<file path="src/mul_pkg.sv">
// Package for the multiply datapath: destination kinds, accumulator select, widths and timing.
// Assumes the core decoder presents one decoded multiply per cycle.
package mul_pkg;

  // ---------------------------------------------------------------
  // Widths
  // ---------------------------------------------------------------
  localparam int unsigned WORD_W = 16;
  localparam int unsigned LIT_W = 5;
  localparam int unsigned ACC_W = 40;
  localparam int unsigned REG_IDX_W = 4;

  // ---------------------------------------------------------------
  // Timing
  // ---------------------------------------------------------------
  localparam int unsigned EXEC_CYCLES = 1;
  localparam int unsigned SFR_EXTRA_CYCLES = 1;
  localparam logic SIGN_RESET = 1'h0;

  // ---------------------------------------------------------------
  // Destination kinds
  // ---------------------------------------------------------------
  typedef enum logic [1:0] {
    DEST_PAIR,
    DEST_SINGLE,
    DEST_ACC
  } dest_kind_t;

  // Accumulator select
  typedef enum logic {
    ACC_A,
    ACC_B
  } acc_sel_t;

endpackage

</file>
<file path="src/multiply_instruction_datapath.sv">
// Multiply datapath of a 16-bit core: all multiply forms in one cycle.
// Assumes operands are read from the register file in the issue cycle and
// that the core's write-back accepts the results on the following edge.
// Pair upper index wraps modulo the register count.
//
// Contract
// [RULE1] Pair form: unsigned base times signed source, upper half to dest+1.
// [RULE2] Pair literal form: unsigned base times unsigned literal, full product to pair.
// [RULE3] Accumulator forms: register product, signedness from the sign suffix.
// [RULE4] Literal accumulator forms: base per suffix times unsigned five-bit literal.
// [RULE5] Single-word variant writes only one destination register, suffix signedness.
// [RULE6] Single-word literal form writes base times unsigned literal to one register.
// [RULE7] Every multiply form is one word and completes in one cycle.
// [RULE8] Multiplies leave all status flags unchanged.
// [RULE9] Reads of non-core special function registers add one cycle.
// [RULE10] Single-word destination keeps only the low sixteen product bits.
`timescale 1ns/1ns
module multiply_instruction_datapath
#(
  parameter int unsigned DATA_W = mul_pkg::WORD_W,
  parameter int unsigned ACC_WIDTH = mul_pkg::ACC_W
) (
  input wire logic core_clk,
  input wire logic reset_n,
  // Issue side
  input wire logic issue_valid,
  input wire logic base_signed,
  input wire logic source_signed,
  input wire logic use_short_literal,
  input wire mul_pkg::dest_kind_t dest_kind,
  input wire mul_pkg::acc_sel_t acc_sel,
  input wire logic [mul_pkg::REG_IDX_W-1:0] dest_idx,
  input wire logic [DATA_W-1:0] base_operand_reg,
  input wire logic [DATA_W-1:0] source_operand_reg,
  input wire logic [mul_pkg::LIT_W-1:0] short_literal,
  input wire logic sfr_access,
  input wire logic [7:0] status_in,
  // Results
  output logic issue_ready,
  output logic wr_lo_en,
  output logic [mul_pkg::REG_IDX_W-1:0] wr_lo_idx,
  output logic [DATA_W-1:0] wr_lo_data,
  output logic wr_hi_en,
  output logic [mul_pkg::REG_IDX_W-1:0] wr_hi_idx,
  output logic [DATA_W-1:0] wr_hi_data,
  output logic acc_wr_en,
  output mul_pkg::acc_sel_t acc_wr_sel,
  output logic [ACC_WIDTH-1:0] acc_wr_data,
  output logic [7:0] status_out,
  output logic done
);
  import mul_pkg::*;

  // ---------------------------------------------------------------
  // Operand extension
  // ---------------------------------------------------------------
  localparam int unsigned EXT_W = DATA_W + 1;
  localparam int unsigned PROD_W = 2 * EXT_W;

  logic [EXT_W-1:0] base_ext;
  logic [EXT_W-1:0] src_ext;
  logic signed [PROD_W-1:0] product;
  logic eff_base_signed;
  logic eff_src_signed;
  logic take;
  logic stall_q;

  // Literal forms always read the literal unsigned; base keeps its suffix
  assign eff_base_signed = base_signed; // see [RULE4]
  assign eff_src_signed = use_short_literal ? 1'h0 : source_signed; // see [RULE2] see [RULE6]

  // One extra sign bit lets one signed multiplier cover all four mixes
  assign base_ext = {eff_base_signed & base_operand_reg[DATA_W-1], base_operand_reg};
  assign src_ext = use_short_literal
    ? {{(EXT_W-LIT_W){1'h0}}, short_literal}
    : {eff_src_signed & source_operand_reg[DATA_W-1], source_operand_reg};
  assign product = $signed(base_ext) * $signed(src_ext); // see [RULE1] see [RULE3]

  // ---------------------------------------------------------------
  // Issue timing
  // ---------------------------------------------------------------
  logic stall_d;

  // A non-core SFR read holds issue for one added cycle
  assign issue_ready = ~(sfr_access & ~stall_q); // see [RULE9]
  assign take = issue_valid & issue_ready;
  // Set only by the refused first cycle, so the held request is taken next
  assign stall_d = issue_valid & sfr_access & ~stall_q; // see [RULE9]

  // Cleared on the take edge, so back-to-back SFR reads each pay once
  always_ff @(posedge core_clk) begin
    if (!reset_n) begin
      stall_q <= SIGN_RESET;
    end else begin
      stall_q <= stall_d;
    end
  end

  // ---------------------------------------------------------------
  // Register write-back
  // ---------------------------------------------------------------
  logic lo_en_d;
  logic lo_en_q;
  logic hi_en_d;
  logic hi_en_q;
  logic [REG_IDX_W-1:0] lo_idx_d;
  logic [REG_IDX_W-1:0] lo_idx_q;
  logic [REG_IDX_W-1:0] hi_idx_d;
  logic [REG_IDX_W-1:0] hi_idx_q;
  logic [DATA_W-1:0] lo_data_d;
  logic [DATA_W-1:0] lo_data_q;
  logic [DATA_W-1:0] hi_data_d;
  logic [DATA_W-1:0] hi_data_q;

  assign lo_en_d = take & (dest_kind != DEST_ACC); // see [RULE7]
  assign hi_en_d = take & (dest_kind == DEST_PAIR); // see [RULE5]
  assign lo_idx_d = dest_idx;
  assign hi_idx_d = dest_idx + REG_IDX_W'(1); // see [RULE1]
  // Single destination keeps the low word only
  assign lo_data_d = product[DATA_W-1:0]; // see [RULE10] see [RULE6]
  assign hi_data_d = product[2*DATA_W-1:DATA_W]; // see [RULE1] see [RULE2]

  always_ff @(posedge core_clk) begin
    if (!reset_n) begin
      lo_en_q <= 1'h0;
      hi_en_q <= 1'h0;
    end else begin
      lo_en_q <= lo_en_d;
      hi_en_q <= hi_en_d;
    end
  end

  // Index and data load every cycle; only the enables give them meaning
  always_ff @(posedge core_clk) begin
    if (!reset_n) begin
      lo_idx_q <= '0;
      hi_idx_q <= '0;
      lo_data_q <= '0;
      hi_data_q <= '0;
    end else begin
      lo_idx_q <= lo_idx_d;
      hi_idx_q <= hi_idx_d;
      lo_data_q <= lo_data_d;
      hi_data_q <= hi_data_d;
    end
  end

  assign wr_lo_en = lo_en_q;
  assign wr_hi_en = hi_en_q;
  assign wr_lo_idx = lo_idx_q;
  assign wr_hi_idx = hi_idx_q;
  assign wr_lo_data = lo_data_q;
  assign wr_hi_data = hi_data_q;

  // ---------------------------------------------------------------
  // Accumulator write-back
  // ---------------------------------------------------------------
  logic acc_en_d;
  logic acc_en_q;
  acc_sel_t acc_sel_d;
  acc_sel_t acc_sel_q;
  logic [ACC_WIDTH-1:0] acc_data_d;
  logic [ACC_WIDTH-1:0] acc_data_q;

  assign acc_en_d = take & (dest_kind == DEST_ACC); // see [RULE3] see [RULE4]
  assign acc_sel_d = acc_sel;
  // Product sign-extended into the guard bits of the accumulator
  assign acc_data_d = ACC_WIDTH'(product); // see [RULE3]

  always_ff @(posedge core_clk) begin
    if (!reset_n) begin
      acc_en_q <= 1'h0;
    end else begin
      acc_en_q <= acc_en_d;
    end
  end

  always_ff @(posedge core_clk) begin
    if (!reset_n) begin
      acc_sel_q <= ACC_A;
      acc_data_q <= '0;
    end else begin
      acc_sel_q <= acc_sel_d;
      acc_data_q <= acc_data_d;
    end
  end

  assign acc_wr_en = acc_en_q;
  assign acc_wr_sel = acc_sel_q;
  assign acc_wr_data = acc_data_q;

  // ---------------------------------------------------------------
  // Status and completion
  // ---------------------------------------------------------------
  logic [7:0] status_d;
  logic [7:0] status_q;
  logic done_d;
  logic done_q;

  assign status_d = status_in; // see [RULE8]
  assign done_d = take; // see [RULE7]

  // Flags pass one register and nothing here ever writes them
  always_ff @(posedge core_clk) begin
    if (!reset_n) begin
      status_q <= '0;
    end else begin
      status_q <= status_d; // see [RULE8]
    end
  end

  always_ff @(posedge core_clk) begin
    if (!reset_n) begin
      done_q <= 1'h0;
    end else begin
      done_q <= done_d; // see [RULE7]
    end
  end

  assign status_out = status_q;
  assign done = done_q;

endmodule // multiply_instruction_datapath

</file>
<file path="config.mk">
export PLATFORM = sky130hd
export DESIGN_NAME = multiply_instruction_datapath
export DESIGN_NICKNAME = d
export VERILOG_FILES = /design/src/mul_pkg.sv /design/src/multiply_instruction_datapath.sv
export SDC_FILE = /design/constraint.sdc
export NUM_CORES = 1
export LEC_CHECK = 0
export CORE_UTILIZATION = 50
export CTS_CLUSTER_DIAMETER = 150
export DETAILED_ROUTE_END_ITERATION = 12
export DONT_BUFFER_PORTS = 1
export SLEW_MARGIN = 20
export SYNTH_ARGS = -nofsm -noshare
export SYNTH_HDL_FRONTEND = slang
export SYNTH_SLANG_ARGS = --single-unit
</file>
<file path="constraint.sdc">
create_clock -name core_clk -period 15.1 [get_ports core_clk]
set_input_delay 2.265 -clock core_clk [delete_from_list [all_inputs] [get_ports core_clk]]
set_output_delay 2.265 -clock core_clk [all_outputs]
set_load 0.02 [all_outputs]
</file>
==> results.sh, run 1 <==
export IMPL_io_pin_count=153
export IMPL_initial_core_util_pct=51.1
export IMPL_place_detailed_hpwl_um=24000
export IMPL_yosysSeqAreaShare_pct=8.71
export IMPL_grt_first_pass_wirelength_um=49200
export IMPL_critical_path_class="in2reg"
export IMPL_core_area_sq_um=25200
export IMPL_p_int_uw=1230
export IMPL_max_vdd_ir_drop_uv=173
export IMPL_post_synth_top_area_cell="sky130_fd_sc_hd__fa_1"
export IMPL_max_freq_mhz=119
export IMPL_cts_resized_gates=0
export IMPL_yosys_cell_types_count=51
export IMPL_timing_final_setup_violations=0
export IMPL_totalWireLength_um=29200
export IMPL_post_cts_hold_buffer_count=0
export IMPL_cts_bufs_inserted=5
export IMPL_nets=1780
export IMPL_floorplan_rows=58
export IMPL_portBuffers=0
export IMPL_grt_pass1_vias=9652
export IMPL_clock_tree_from_tritoncts="yes"
export IMPL_run_status="completed"
export IMPL_synth_ff_type="sky130_fd_sc_hd__dfxtp_1"
export IMPL_antenna_found_initial=1
export IMPL_grt_util_all_layers_pct=24.3
export IMPL_die_width_um=162
export IMPL_buffer_count_from_post_cts_setup_fixing=0
export IMPL_start_kind="primary input"
export IMPL_synth_area_sq_um=12900
export IMPL_hold_viol_final=0
export IMPL_seqPwrFrac_pct=11.4
export IMPL_total_switching_power_uw=1500
export IMPL_synth_enable_flop_cells=0
export IMPL_share_of_cells_above_drive_strength_1_pct=3.73
export IMPL_highest_net_fanout_along_the_worst_path=18
export IMPL_slew_at_the_pin_closest_to_its_max_slew_limit_ns=0.824
export IMPL_ctsHtreeMaxLevel=2
export IMPL_power_switching_fraction_pct=55.0
export IMPL_synth_area_top_cells="sky130_fd_sc_hd__fa_1 (46%), sky130_fd_sc_hd__inv_1 (9.9%), sky130_fd_sc_hd__dfxtp_1 (8.7%)"
export IMPL_detailroute_via_count=8700
export IMPL_die_area_sq_um=26400
export IMPL_skew_ns=0.00260
export IMPL_fin_setup_tns_ns=0
export IMPL_period_share_pct=55.8
export IMPL_die_height_um=162
export IMPL_n_fill_cell=2374
export IMPL_syn_mean_instance_area_sq_um=9.17
export IMPL_drt_antenna_violating_nets=0
export IMPL_fin_total_pwr_uw=2730
export IMPL_drt_wirelength_per_cell_um=17.5
export IMPL_fin_crit_ns=8.42
export IMPL_slew_headroom_pct=44.9
export IMPL_clk_pin_slew_ns=0.08
export IMPL_worstPathRequired_ns=15.30
export IMPL_insertedDiodeCount=0
export IMPL_grt_remaining_overflow=0
export IMPL_globalplace_congestion=0.838
export IMPL_largest_net_degree_at_the_start_of_global_routing=32
export IMPL_route_detailed_vias_per_inst=5.21
export IMPL_critical_path_arrival_ns=8.62
export IMPL_pwr_share_comb_pct=84.3
export IMPL_cts_root_to_sink_buffers=2
export IMPL_power_clock_fraction_pct=4.4
export IMPL_synth_top_area_share_pct=46.1
export IMPL_ys_async_sr_fraction_pct=0
export IMPL_hp_class="reg2reg"
export IMPL_clk_insertion_delay_late_ns=0.29
export IMPL_setup_repair_after_global_routing_missed_its_margin="false"
export IMPL_cap_violations=0
export IMPL_synth_nets=1844
export IMPL_area_growth_pct=1.60
export IMPL_drt_first_iter_violations=414
export IMPL_power_density_cell_area_nw_per_um2=209
export IMPL_yosysWarningCount=0
export IMPL_maxSlewViolCount=0
export IMPL_drt_pass1_iterations=5
export IMPL_synth_seq_cells=56
export IMPL_critical_path_endpoint_type="register"
export IMPL_clock_sink_count=56
export IMPL_static_leakage_uw=0.00664
export IMPL_syn_inst=1403
export IMPL_clock_root_buffer="sky130_fd_sc_hd__clkbuf_16"
export IMPL_post_route_drc_count=0
worst paths after layout:
check / from / end / slack (ns) / cells past startpoint
worst min-delay path: stall_q / stall_q / 0.68 / 2
worst max-delay path: source_operand_reg[15] / acc_wr_data[31] / 6.68 / 22
worst max register to register: stall_q / acc_wr_en / 14.03 / 4
worst min register to register: stall_q / stall_q / 0.68 / 2
metrics by stage:
step	hold slack, ns	utilization (%)	std cells	area, sq um	setup WS [ns]
5_1_grt	0.720	51.9	1670	13100	6.38
3_5_place_dp	0.674	51.3	1662	12900	6.47
3_3_place_gp	0.671	51.3	1662	12900	6.66
6_report	0.675	51.9	1670	13100	6.68
4_1_cts	0.685	51.9	1670	13100	6.73
2_1_floorplan	0.639	-	1403	12900	6.76
flip-flops by register name (all words and copies together) (netlist names):
| name | cells |
|---|---|
| wr_lo_data | 15 |
| wr_lo_en | 1 |
| done | 1 |
| wr_hi_data | 15 |
| acc_wr_sel | 1 |
| wr_hi_en | 1 |
| acc_wr_en | 1 |
| stall_q | 1 |
| wr_hi_idx | 4 |
| status_out | 8 |
| wr_lo_idx | 4 |
| acc_wr_data | 4 |
critical path, stage by stage:
cell and delay (ns):
sky130_fd_sc_hd__nor2b_1 0.14, sky130_fd_sc_hd__buf_4 0.28, sky130_fd_sc_hd__nand2_1 0.43, sky130_fd_sc_hd__or2_2 0.45, sky130_fd_sc_hd__fa_1 0.47, sky130_fd_sc_hd__fa_1 0.50, sky130_fd_sc_hd__inv_1 0.05, sky130_fd_sc_hd__fa_1 0.53
sky130_fd_sc_hd__fa_1 0.44, sky130_fd_sc_hd__fa_1 0.49, sky130_fd_sc_hd__inv_1 0.05, sky130_fd_sc_hd__fa_1 0.47, sky130_fd_sc_hd__inv_1 0.04, sky130_fd_sc_hd__ha_1 0.34, sky130_fd_sc_hd__a211oi_1 0.32, sky130_fd_sc_hd__o2111ai_1 0.16
sky130_fd_sc_hd__a21oi_1 0.16, sky130_fd_sc_hd__nor2_1 0.11, sky130_fd_sc_hd__a311oi_2 0.37, sky130_fd_sc_hd__nor4bb_1 0.13, sky130_fd_sc_hd__o31ai_1 0.20, sky130_fd_sc_hd__nor3b_1 0.23
cell type report:
class	instances	area (sq um)	share of cell area [%]
inverter	339	1270	9.73
sequential	56	1120	8.58
clock inverter	3	25.0	0.191
multi-input combinational	923	10000	76.6
clock buffer	5	125	0.957
tap	330	413	3.16
timing repair buffer	14	105	0.804
layout by cell type, fill, tap and decap left out, types with 6 or more instances in the layout:
master / n
sky130_fd_sc_hd__buf_4: 14
sky130_fd_sc_hd__o21ai_0: 13
sky130_fd_sc_hd__inv_1: 338
sky130_fd_sc_hd__nor2b_1: 48
sky130_fd_sc_hd__fa_1: 296
sky130_fd_sc_hd__or2_2: 8
sky130_fd_sc_hd__nand2b_1: 6
sky130_fd_sc_hd__a21oi_1: 22
sky130_fd_sc_hd__nor2_1: 46
sky130_fd_sc_hd__xor2_1: 13
sky130_fd_sc_hd__nand2_1: 169
sky130_fd_sc_hd__and3_1: 8
sky130_fd_sc_hd__nor3_1: 10
sky130_fd_sc_hd__xnor2_1: 16
sky130_fd_sc_hd__a21o_1: 10
sky130_fd_sc_hd__and2_1: 109
sky130_fd_sc_hd__ha_1: 86
sky130_fd_sc_hd__dfxtp_1: 56
routing by layer:
metal	wire length [um]	part of all wire, %	vias to the layer above	global-route usage, %
met5	0	0	-	0
met4	1020	3.5	0	8.36
met3	1290	4.4	69	2.95
met2	15500	53	245	44.5
met1	11400	39	4467	29.2
li1	-	-	3919	-
synth_stat cells, types with 5 or more instances:
| master | instances |
|---|---|
| sky130_fd_sc_hd__xor2_1 | 13 |
| sky130_fd_sc_hd__a211oi_1 | 5 |
| sky130_fd_sc_hd__a21oi_1 | 22 |
| sky130_fd_sc_hd__o21ai_0 | 13 |
| sky130_fd_sc_hd__a21o_1 | 10 |
| sky130_fd_sc_hd__xnor2_1 | 16 |
| sky130_fd_sc_hd__nand3_1 | 5 |
| sky130_fd_sc_hd__inv_1 | 338 |
| sky130_fd_sc_hd__dfxtp_1 | 56 |
| sky130_fd_sc_hd__nor2_1 | 46 |
| sky130_fd_sc_hd__ha_1 | 86 |
| sky130_fd_sc_hd__fa_1 | 296 |
| sky130_fd_sc_hd__nand2b_1 | 6 |
| sky130_fd_sc_hd__and3_1 | 8 |
| sky130_fd_sc_hd__and2_1 | 109 |
| sky130_fd_sc_hd__or2_2 | 8 |
| sky130_fd_sc_hd__o21ai_1 | 5 |
| sky130_fd_sc_hd__nand2_1 | 169 |
| sky130_fd_sc_hd__nor2b_1 | 48 |
| sky130_fd_sc_hd__buf_4 | 38 |
| sky130_fd_sc_hd__nor3_1 | 10 |
| sky130_fd_sc_hd__clkbuf_1 | 47 |
power by group through the flow:
stage | combinational [uW] | clock, uW | sequential (uW)
2_1_floorplan | 1890 | 0 | 267
3_3_place_gp | 2290 | 0 | 316
3_5_place_dp | 2310 | 0 | 315
4_1_cts | 2330 | 122 | 311
5_1_grt | 2640 | 128 | 318
6_report | 2300 | 119 | 310
logic make-up after synthesis:
family | synth area share, %
buffers and inverters | 13.5
adders and majority gates | 54.4
muxes | 0.574
AOI/OAI and AO/OA | 4.43
and+or+nand+nor | 16.4
DFF | 8.71
xor gates and xnor gates | 1.97
(Power assumes the default switching activity.)
==> run 2: changes to the inputs <==
Settings changed: PLACE_DENSITY from default to 0.68.
Clock period 15.1 ns to 7.4 ns, I/O delays scaled along.
==> results.sh, run 2 (synthesis gave the netlist of run 1 again) <==
export IMPL_max_vdd_ir_drop_uv=500
export IMPL_portBuffers=0
export IMPL_detailroute_via_count=8664
export IMPL_run_status="completed"
export IMPL_globalplace_congestion=0.867
export IMPL_post_route_drc_count=0
export IMPL_antenna_found_initial=1
export IMPL_area_growth_pct=1.93
export IMPL_clock_tree_from_tritoncts="yes"
export IMPL_mostFrequentLayoutCells="sky130_fd_sc_hd__inv_1 (338), sky130_fd_sc_hd__fa_1 (296), sky130_fd_sc_hd__nand2_1 (169)"
export IMPL_buffer_count_from_post_cts_setup_fixing=0
export IMPL_grt_first_pass_wirelength_um=47000
export IMPL_route_detailed_vias_per_inst=5.17
export IMPL_ctsHtreeMaxLevel=2
export IMPL_timing_final_setup_violations=0
export IMPL_pwr_share_comb_pct=84.3
export IMPL_seqPwrFrac_pct=11.4
export IMPL_cts_root_to_sink_buffers=2
export IMPL_drt_pass1_iterations=7
export IMPL_grt_util_all_layers_pct=22.9
export IMPL_hold_viol_final=0
export IMPL_static_leakage_uw=0.00667
export IMPL_worstPathRequired_ns=7.56
export IMPL_grt_remaining_overflow=0
export IMPL_clock_root_buffer="sky130_fd_sc_hd__clkbuf_16"
export IMPL_die_area_sq_um=26400
export IMPL_fin_crit_ns=6.88
export IMPL_post_cts_hold_buffer_count=0
export IMPL_die_width_um=162
export IMPL_power_clock_fraction_pct=4.3
export IMPL_maxSlewViolCount=0
export IMPL_floorplan_rows=58
export IMPL_n_fill_cell=2305
export IMPL_most_common_cell_after_layout_fill_and_taps_aside="sky130_fd_sc_hd__inv_1"
export IMPL_drt_wirelength_per_cell_um=16.5
export IMPL_clk_pin_slew_ns=0.07
export IMPL_core_area_sq_um=25200
export IMPL_final_area_sq_um=13100
export IMPL_grt_pass1_vias=9478
export IMPL_setup_repair_after_global_routing_missed_its_margin="false"
export IMPL_timing_critical_path_mode_cell="sky130_fd_sc_hd__fa_1"
export IMPL_total_switching_power_uw=3000
export IMPL_totalWireLength_um=27700
export IMPL_share_of_cells_above_drive_strength_1_pct=4.02
export IMPL_p_int_uw=2520
export IMPL_cts_resized_gates=0
export IMPL_critical_path_endpoint_type="register"
export IMPL_slew_at_the_pin_closest_to_its_max_slew_limit_ns=0.784
export IMPL_finalWorstSetupSlack_ns=0.515
export IMPL_dp_slack_ns=0.291
export IMPL_drt_antenna_violating_nets=0
export IMPL_cp_num_buf_inv=5
export IMPL_hp_class="reg2reg"
export IMPL_max_freq_mhz=145
export IMPL_nets=1785
export IMPL_power_density_cell_area_nw_per_um2=421
export IMPL_cts_bufs_inserted=5
export IMPL_largest_net_degree_at_the_start_of_global_routing=32
export IMPL_place_inst=1667
export IMPL_timing_critical_path_cells="mux2_2 > nand2_1 > inv_1 > fa_1 > inv_1 > fa_1 > inv_1 > fa_1 > fa_1 > fa_1 > inv_1 > fa_1 > inv_1 > ha_1 > nand2_1 > o21ai_1 > o21ai_0 > o31ai_1 > a311oi_2 > o31ai_1 > and3_1 > nor3_2"
export IMPL_drt_first_iter_violations=403
export IMPL_io_pin_count=153
export IMPL_power_switching_fraction_pct=54.4
export IMPL_period_share_pct=93.0
export IMPL_critical_path_top_delay_family="adder cells"
export IMPL_clock_sink_count=56
export IMPL_die_height_um=162
export IMPL_highest_net_fanout_along_the_worst_path=16
export IMPL_dpl_cell_area_sq_um=13000
export IMPL_post_route_util_pct=52.1
export IMPL_place_detailed_hpwl_um=23200
export IMPL_worst_path_max_delay_cell="sky130_fd_sc_hd__fa_1"
export IMPL_final_cell_count_no_fill=1675
export IMPL_critical_path_arrival_ns=7.04
export IMPL_slowest_delay_ns=0.62
export IMPL_critical_path_class="in2reg"
export IMPL_skew_ns=0.000722
export IMPL_fin_setup_tns_ns=0
export IMPL_start_kind="primary input"
export IMPL_slew_headroom_pct=47.4
export IMPL_initial_core_util_pct=51.1
export IMPL_clk_insertion_delay_late_ns=0.28
export IMPL_cap_violations=0
## run 2: routing by layer
metal	vias up	global-route usage [%]	wire length, um
met5	-	0	0
met4	0	6.00	826
met3	47	2.98	1280
met2	219	43.2	15100
met1	4476	27.2	10500
li1	3922	-	-
## run 2: stage by stage
stage	power, uW	hold slack [ns]
4_1_cts	5570	0.701
3_5_place_dp	5300	0.678
6_report	5530	0.700
5_1_grt	6270	0.710
2_1_floorplan	4410	0.639
3_3_place_gp	5200	0.674
## run 2: final timing paths
kind | startpoint | to | slack (ns) | cells past startpoint
setup / recovery | use_short_literal | acc_wr_data[33] | 0.52 | 22
hold / removal | stall_q | stall_q | 0.70 | 2
setup reg to reg | stall_q | acc_wr_en | 6.32 | 4
hold reg to reg | stall_q | stall_q | 0.70 | 2
## run 2: power by group through the flow
stage	combinational [uW]	clock, uW	sequential, uW
floorplan	3860	0	545
global placement	4560	0	641
detailed placement	4660	0	640
CTS	4700	242	634
global route	5360	256	646
finish	4660	238	631
## run 2: final cells by class
cell class	count	area, sq um	share of cell area [%]
Antenna cell	1	2.50	0.0191
Clock buffer	7	153	1.16
Inverter	339	1270	9.70
Multi-Input combinational cell	923	10000	76.3
Sequential cell	56	1120	8.55
Tap cell	330	413	3.15
Timing Repair Buffer	19	143	1.09
## run 2: worst register-to-register path, stage by stage, from the launching register on
cell and delay (ns):
sky130_fd_sc_hd__dfxtp_1 0.29, sky130_fd_sc_hd__nand2b_1 0.27, sky130_fd_sc_hd__nand3_1 0.19, sky130_fd_sc_hd__inv_1 0.06, sky130_fd_sc_hd__and3_1 0.17
==> run 3: changes to the inputs <==
Settings changed: CORE_UTILIZATION 50 to 60, PLACE_DENSITY 0.68 to 0.77.
==> results.sh, run 3 (synthesis gave the netlist of run 1 again) <==
export IMPL_die_area_sq_um=22000
export IMPL_grt_pass1_vias=9750
export IMPL_timing_final_setup_violations=0
export IMPL_run_status="completed"
export IMPL_mostFrequentLayoutCells="sky130_fd_sc_hd__inv_1 (338), sky130_fd_sc_hd__fa_1 (296), sky130_fd_sc_hd__nand2_1 (169)"
export IMPL_worstPathRequired_ns=7.61
export IMPL_max_freq_mhz=144
export IMPL_drt_first_iter_violations=396
export IMPL_clk_insertion_delay_late_ns=0.29
export IMPL_ctsHtreeMaxLevel=2
export IMPL_post_route_drc_count=0
export IMPL_floorplan_rows=53
export IMPL_core_area_sq_um=21000
export IMPL_cts_bufs_inserted=5
export IMPL_drt_antenna_violating_nets=0
export IMPL_place_inst=1611
export IMPL_portBuffers=0
export IMPL_die_height_um=148
export IMPL_critical_path_class="in2reg"
export IMPL_clk_pin_slew_ns=0.07
export IMPL_globalplace_congestion=0.865
export IMPL_drt_pass1_iterations=5
export IMPL_clock_tree_from_tritoncts="yes"
export IMPL_multi_input_area_sq_um=10000
export IMPL_drt_wirelength_per_cell_um=17.2
export IMPL_clock_root_buffer="sky130_fd_sc_hd__clkbuf_16"
export IMPL_power_density_cell_area_nw_per_um2=426
export IMPL_area_growth_pct=1.25
export IMPL_cts_resized_gates=0
export IMPL_final_cell_count_no_fill=1619
export IMPL_skew_ns=0.00412
export IMPL_max_vdd_ir_drop_uv=537
export IMPL_fin_total_pwr_uw=5550
export IMPL_buffer_count_from_post_cts_setup_fixing=0
export IMPL_start_kind="primary input"
export IMPL_die_width_um=148
export IMPL_route_detailed_vias_per_inst=5.45
export IMPL_n_fill_cell=1744
export IMPL_initial_core_util_pct=61.2
export IMPL_grt_util_all_layers_pct=28.1
export IMPL_cts_root_to_sink_buffers=2
export IMPL_most_common_cell_after_layout_fill_and_taps_aside="sky130_fd_sc_hd__inv_1"
export IMPL_cap_violations=0
export IMPL_place_detailed_hpwl_um=23000
export IMPL_clock_sink_count=56
export IMPL_post_cts_hold_buffer_count=0
export IMPL_period_share_pct=93.7
export IMPL_hp_class="reg2reg"
export IMPL_antenna_found_initial=0
export IMPL_largest_net_degree_at_the_start_of_global_routing=32
export IMPL_final_seq_area_sq_um=1120
export IMPL_slew_headroom_pct=47.0
export IMPL_fin_setup_tns_ns=0
export IMPL_slew_at_the_pin_closest_to_its_max_slew_limit_ns=0.792
export IMPL_grt_remaining_overflow=0
export IMPL_totalWireLength_um=27900
export IMPL_hold_viol_final=0
export IMPL_detailroute_via_count=8816
export IMPL_setup_repair_after_global_routing_missed_its_margin="false"
export IMPL_nets=1784
export IMPL_highest_net_fanout_along_the_worst_path=17
export IMPL_critical_path_arrival_ns=7.14
export IMPL_io_pin_count=153
export IMPL_grt_first_pass_wirelength_um=47500
export IMPL_insertedDiodeCount=0
export IMPL_critical_path_endpoint_type="register"
export IMPL_static_leakage_uw=0.00666
export IMPL_maxSlewViolCount=0
export IMPL_fin_crit_ns=6.93
export IMPL_share_of_cells_above_drive_strength_1_pct=4.02
[run 3: cell types whose count changed in the layout (fill, tap and decap cells not counted), sizes merged]
cell | before | now
buf | 19 | 18
clkbuf | 7 | 5
clkinv | 1 | 4
diode | 1 | 0
[run 3: where the power goes]
group | switching [uW] | total (uW) | internal [uW] | leakage, uW
sequential | 220 | 631 | 411 | 0.000466
clock | 103 | 227 | 125 | 0.0000736
combinational | 2710 | 4690 | 1980 | 0.00612
[run 3: final timing paths]
kind                                   startpoint         endpoint  slack [ns]  cells past startpoint
worst min register to register            stall_q          stall_q        0.71                      2
worst min-delay path                      stall_q          stall_q        0.71                      2
worst max-delay path            use_short_literal  acc_wr_data[31]        0.47                     22
worst max register to register            stall_q        acc_wr_en        6.31                      4
[run 3: metrics by stage]
stage                     utilization [%]  cell area, sq um  setup WS (ns)  hold slack, ns
after floorplan                         -             12900          0.214           0.639
after global placement               61.3             12900          0.369           0.668
after detailed placement             61.3             12900          0.249           0.713
after CTS                            62.0             13000          0.555           0.723
after global routing                 62.0             13000         0.0868           0.740
final                                62.0             13000          0.466           0.712
[run 3: final cells by class]
class                      instances  area share (%)
tap                              275            2.64
clock inverter                     3           0.144
timing repair buffer              18            1.04
clock buffer                       5           0.960
sequential                        56            8.60
multi-input combinational        923            76.8
inverter                         339            9.77
[run 3: critical path, cell delays in order]
cell and delay (ns):
sky130_fd_sc_hd__mux2_2 0.45, sky130_fd_sc_hd__nand2_1 0.14, sky130_fd_sc_hd__fa_1 0.57, sky130_fd_sc_hd__inv_1 0.06
sky130_fd_sc_hd__fa_1 0.53, sky130_fd_sc_hd__inv_1 0.05, sky130_fd_sc_hd__fa_1 0.49, sky130_fd_sc_hd__inv_1 0.05
sky130_fd_sc_hd__fa_1 0.49, sky130_fd_sc_hd__fa_1 0.53, sky130_fd_sc_hd__inv_1 0.05, sky130_fd_sc_hd__fa_1 0.47
sky130_fd_sc_hd__inv_1 0.04, sky130_fd_sc_hd__ha_1 0.34, sky130_fd_sc_hd__a211oi_1 0.34, sky130_fd_sc_hd__o2111ai_1 0.18
sky130_fd_sc_hd__a21oi_1 0.18, sky130_fd_sc_hd__nor2_1 0.11, sky130_fd_sc_hd__a311oi_2 0.39, sky130_fd_sc_hd__nor4bb_1 0.14
sky130_fd_sc_hd__o31ai_1 0.20, sky130_fd_sc_hd__nor3b_1 0.20
[run 3: routing by layer]
| metal | global-route usage, % | wire (um) | vias up |
|---|---|---|---|
| met4 | 11.3 | 1170 | 0 |
| met3 | 3.62 | 1480 | 73 |
| met2 | 51.6 | 15000 | 281 |
| met1 | 33.0 | 10200 | 4536 |
| met5 | 0 | 0 | - |
| li1 | - | - | 3926 |
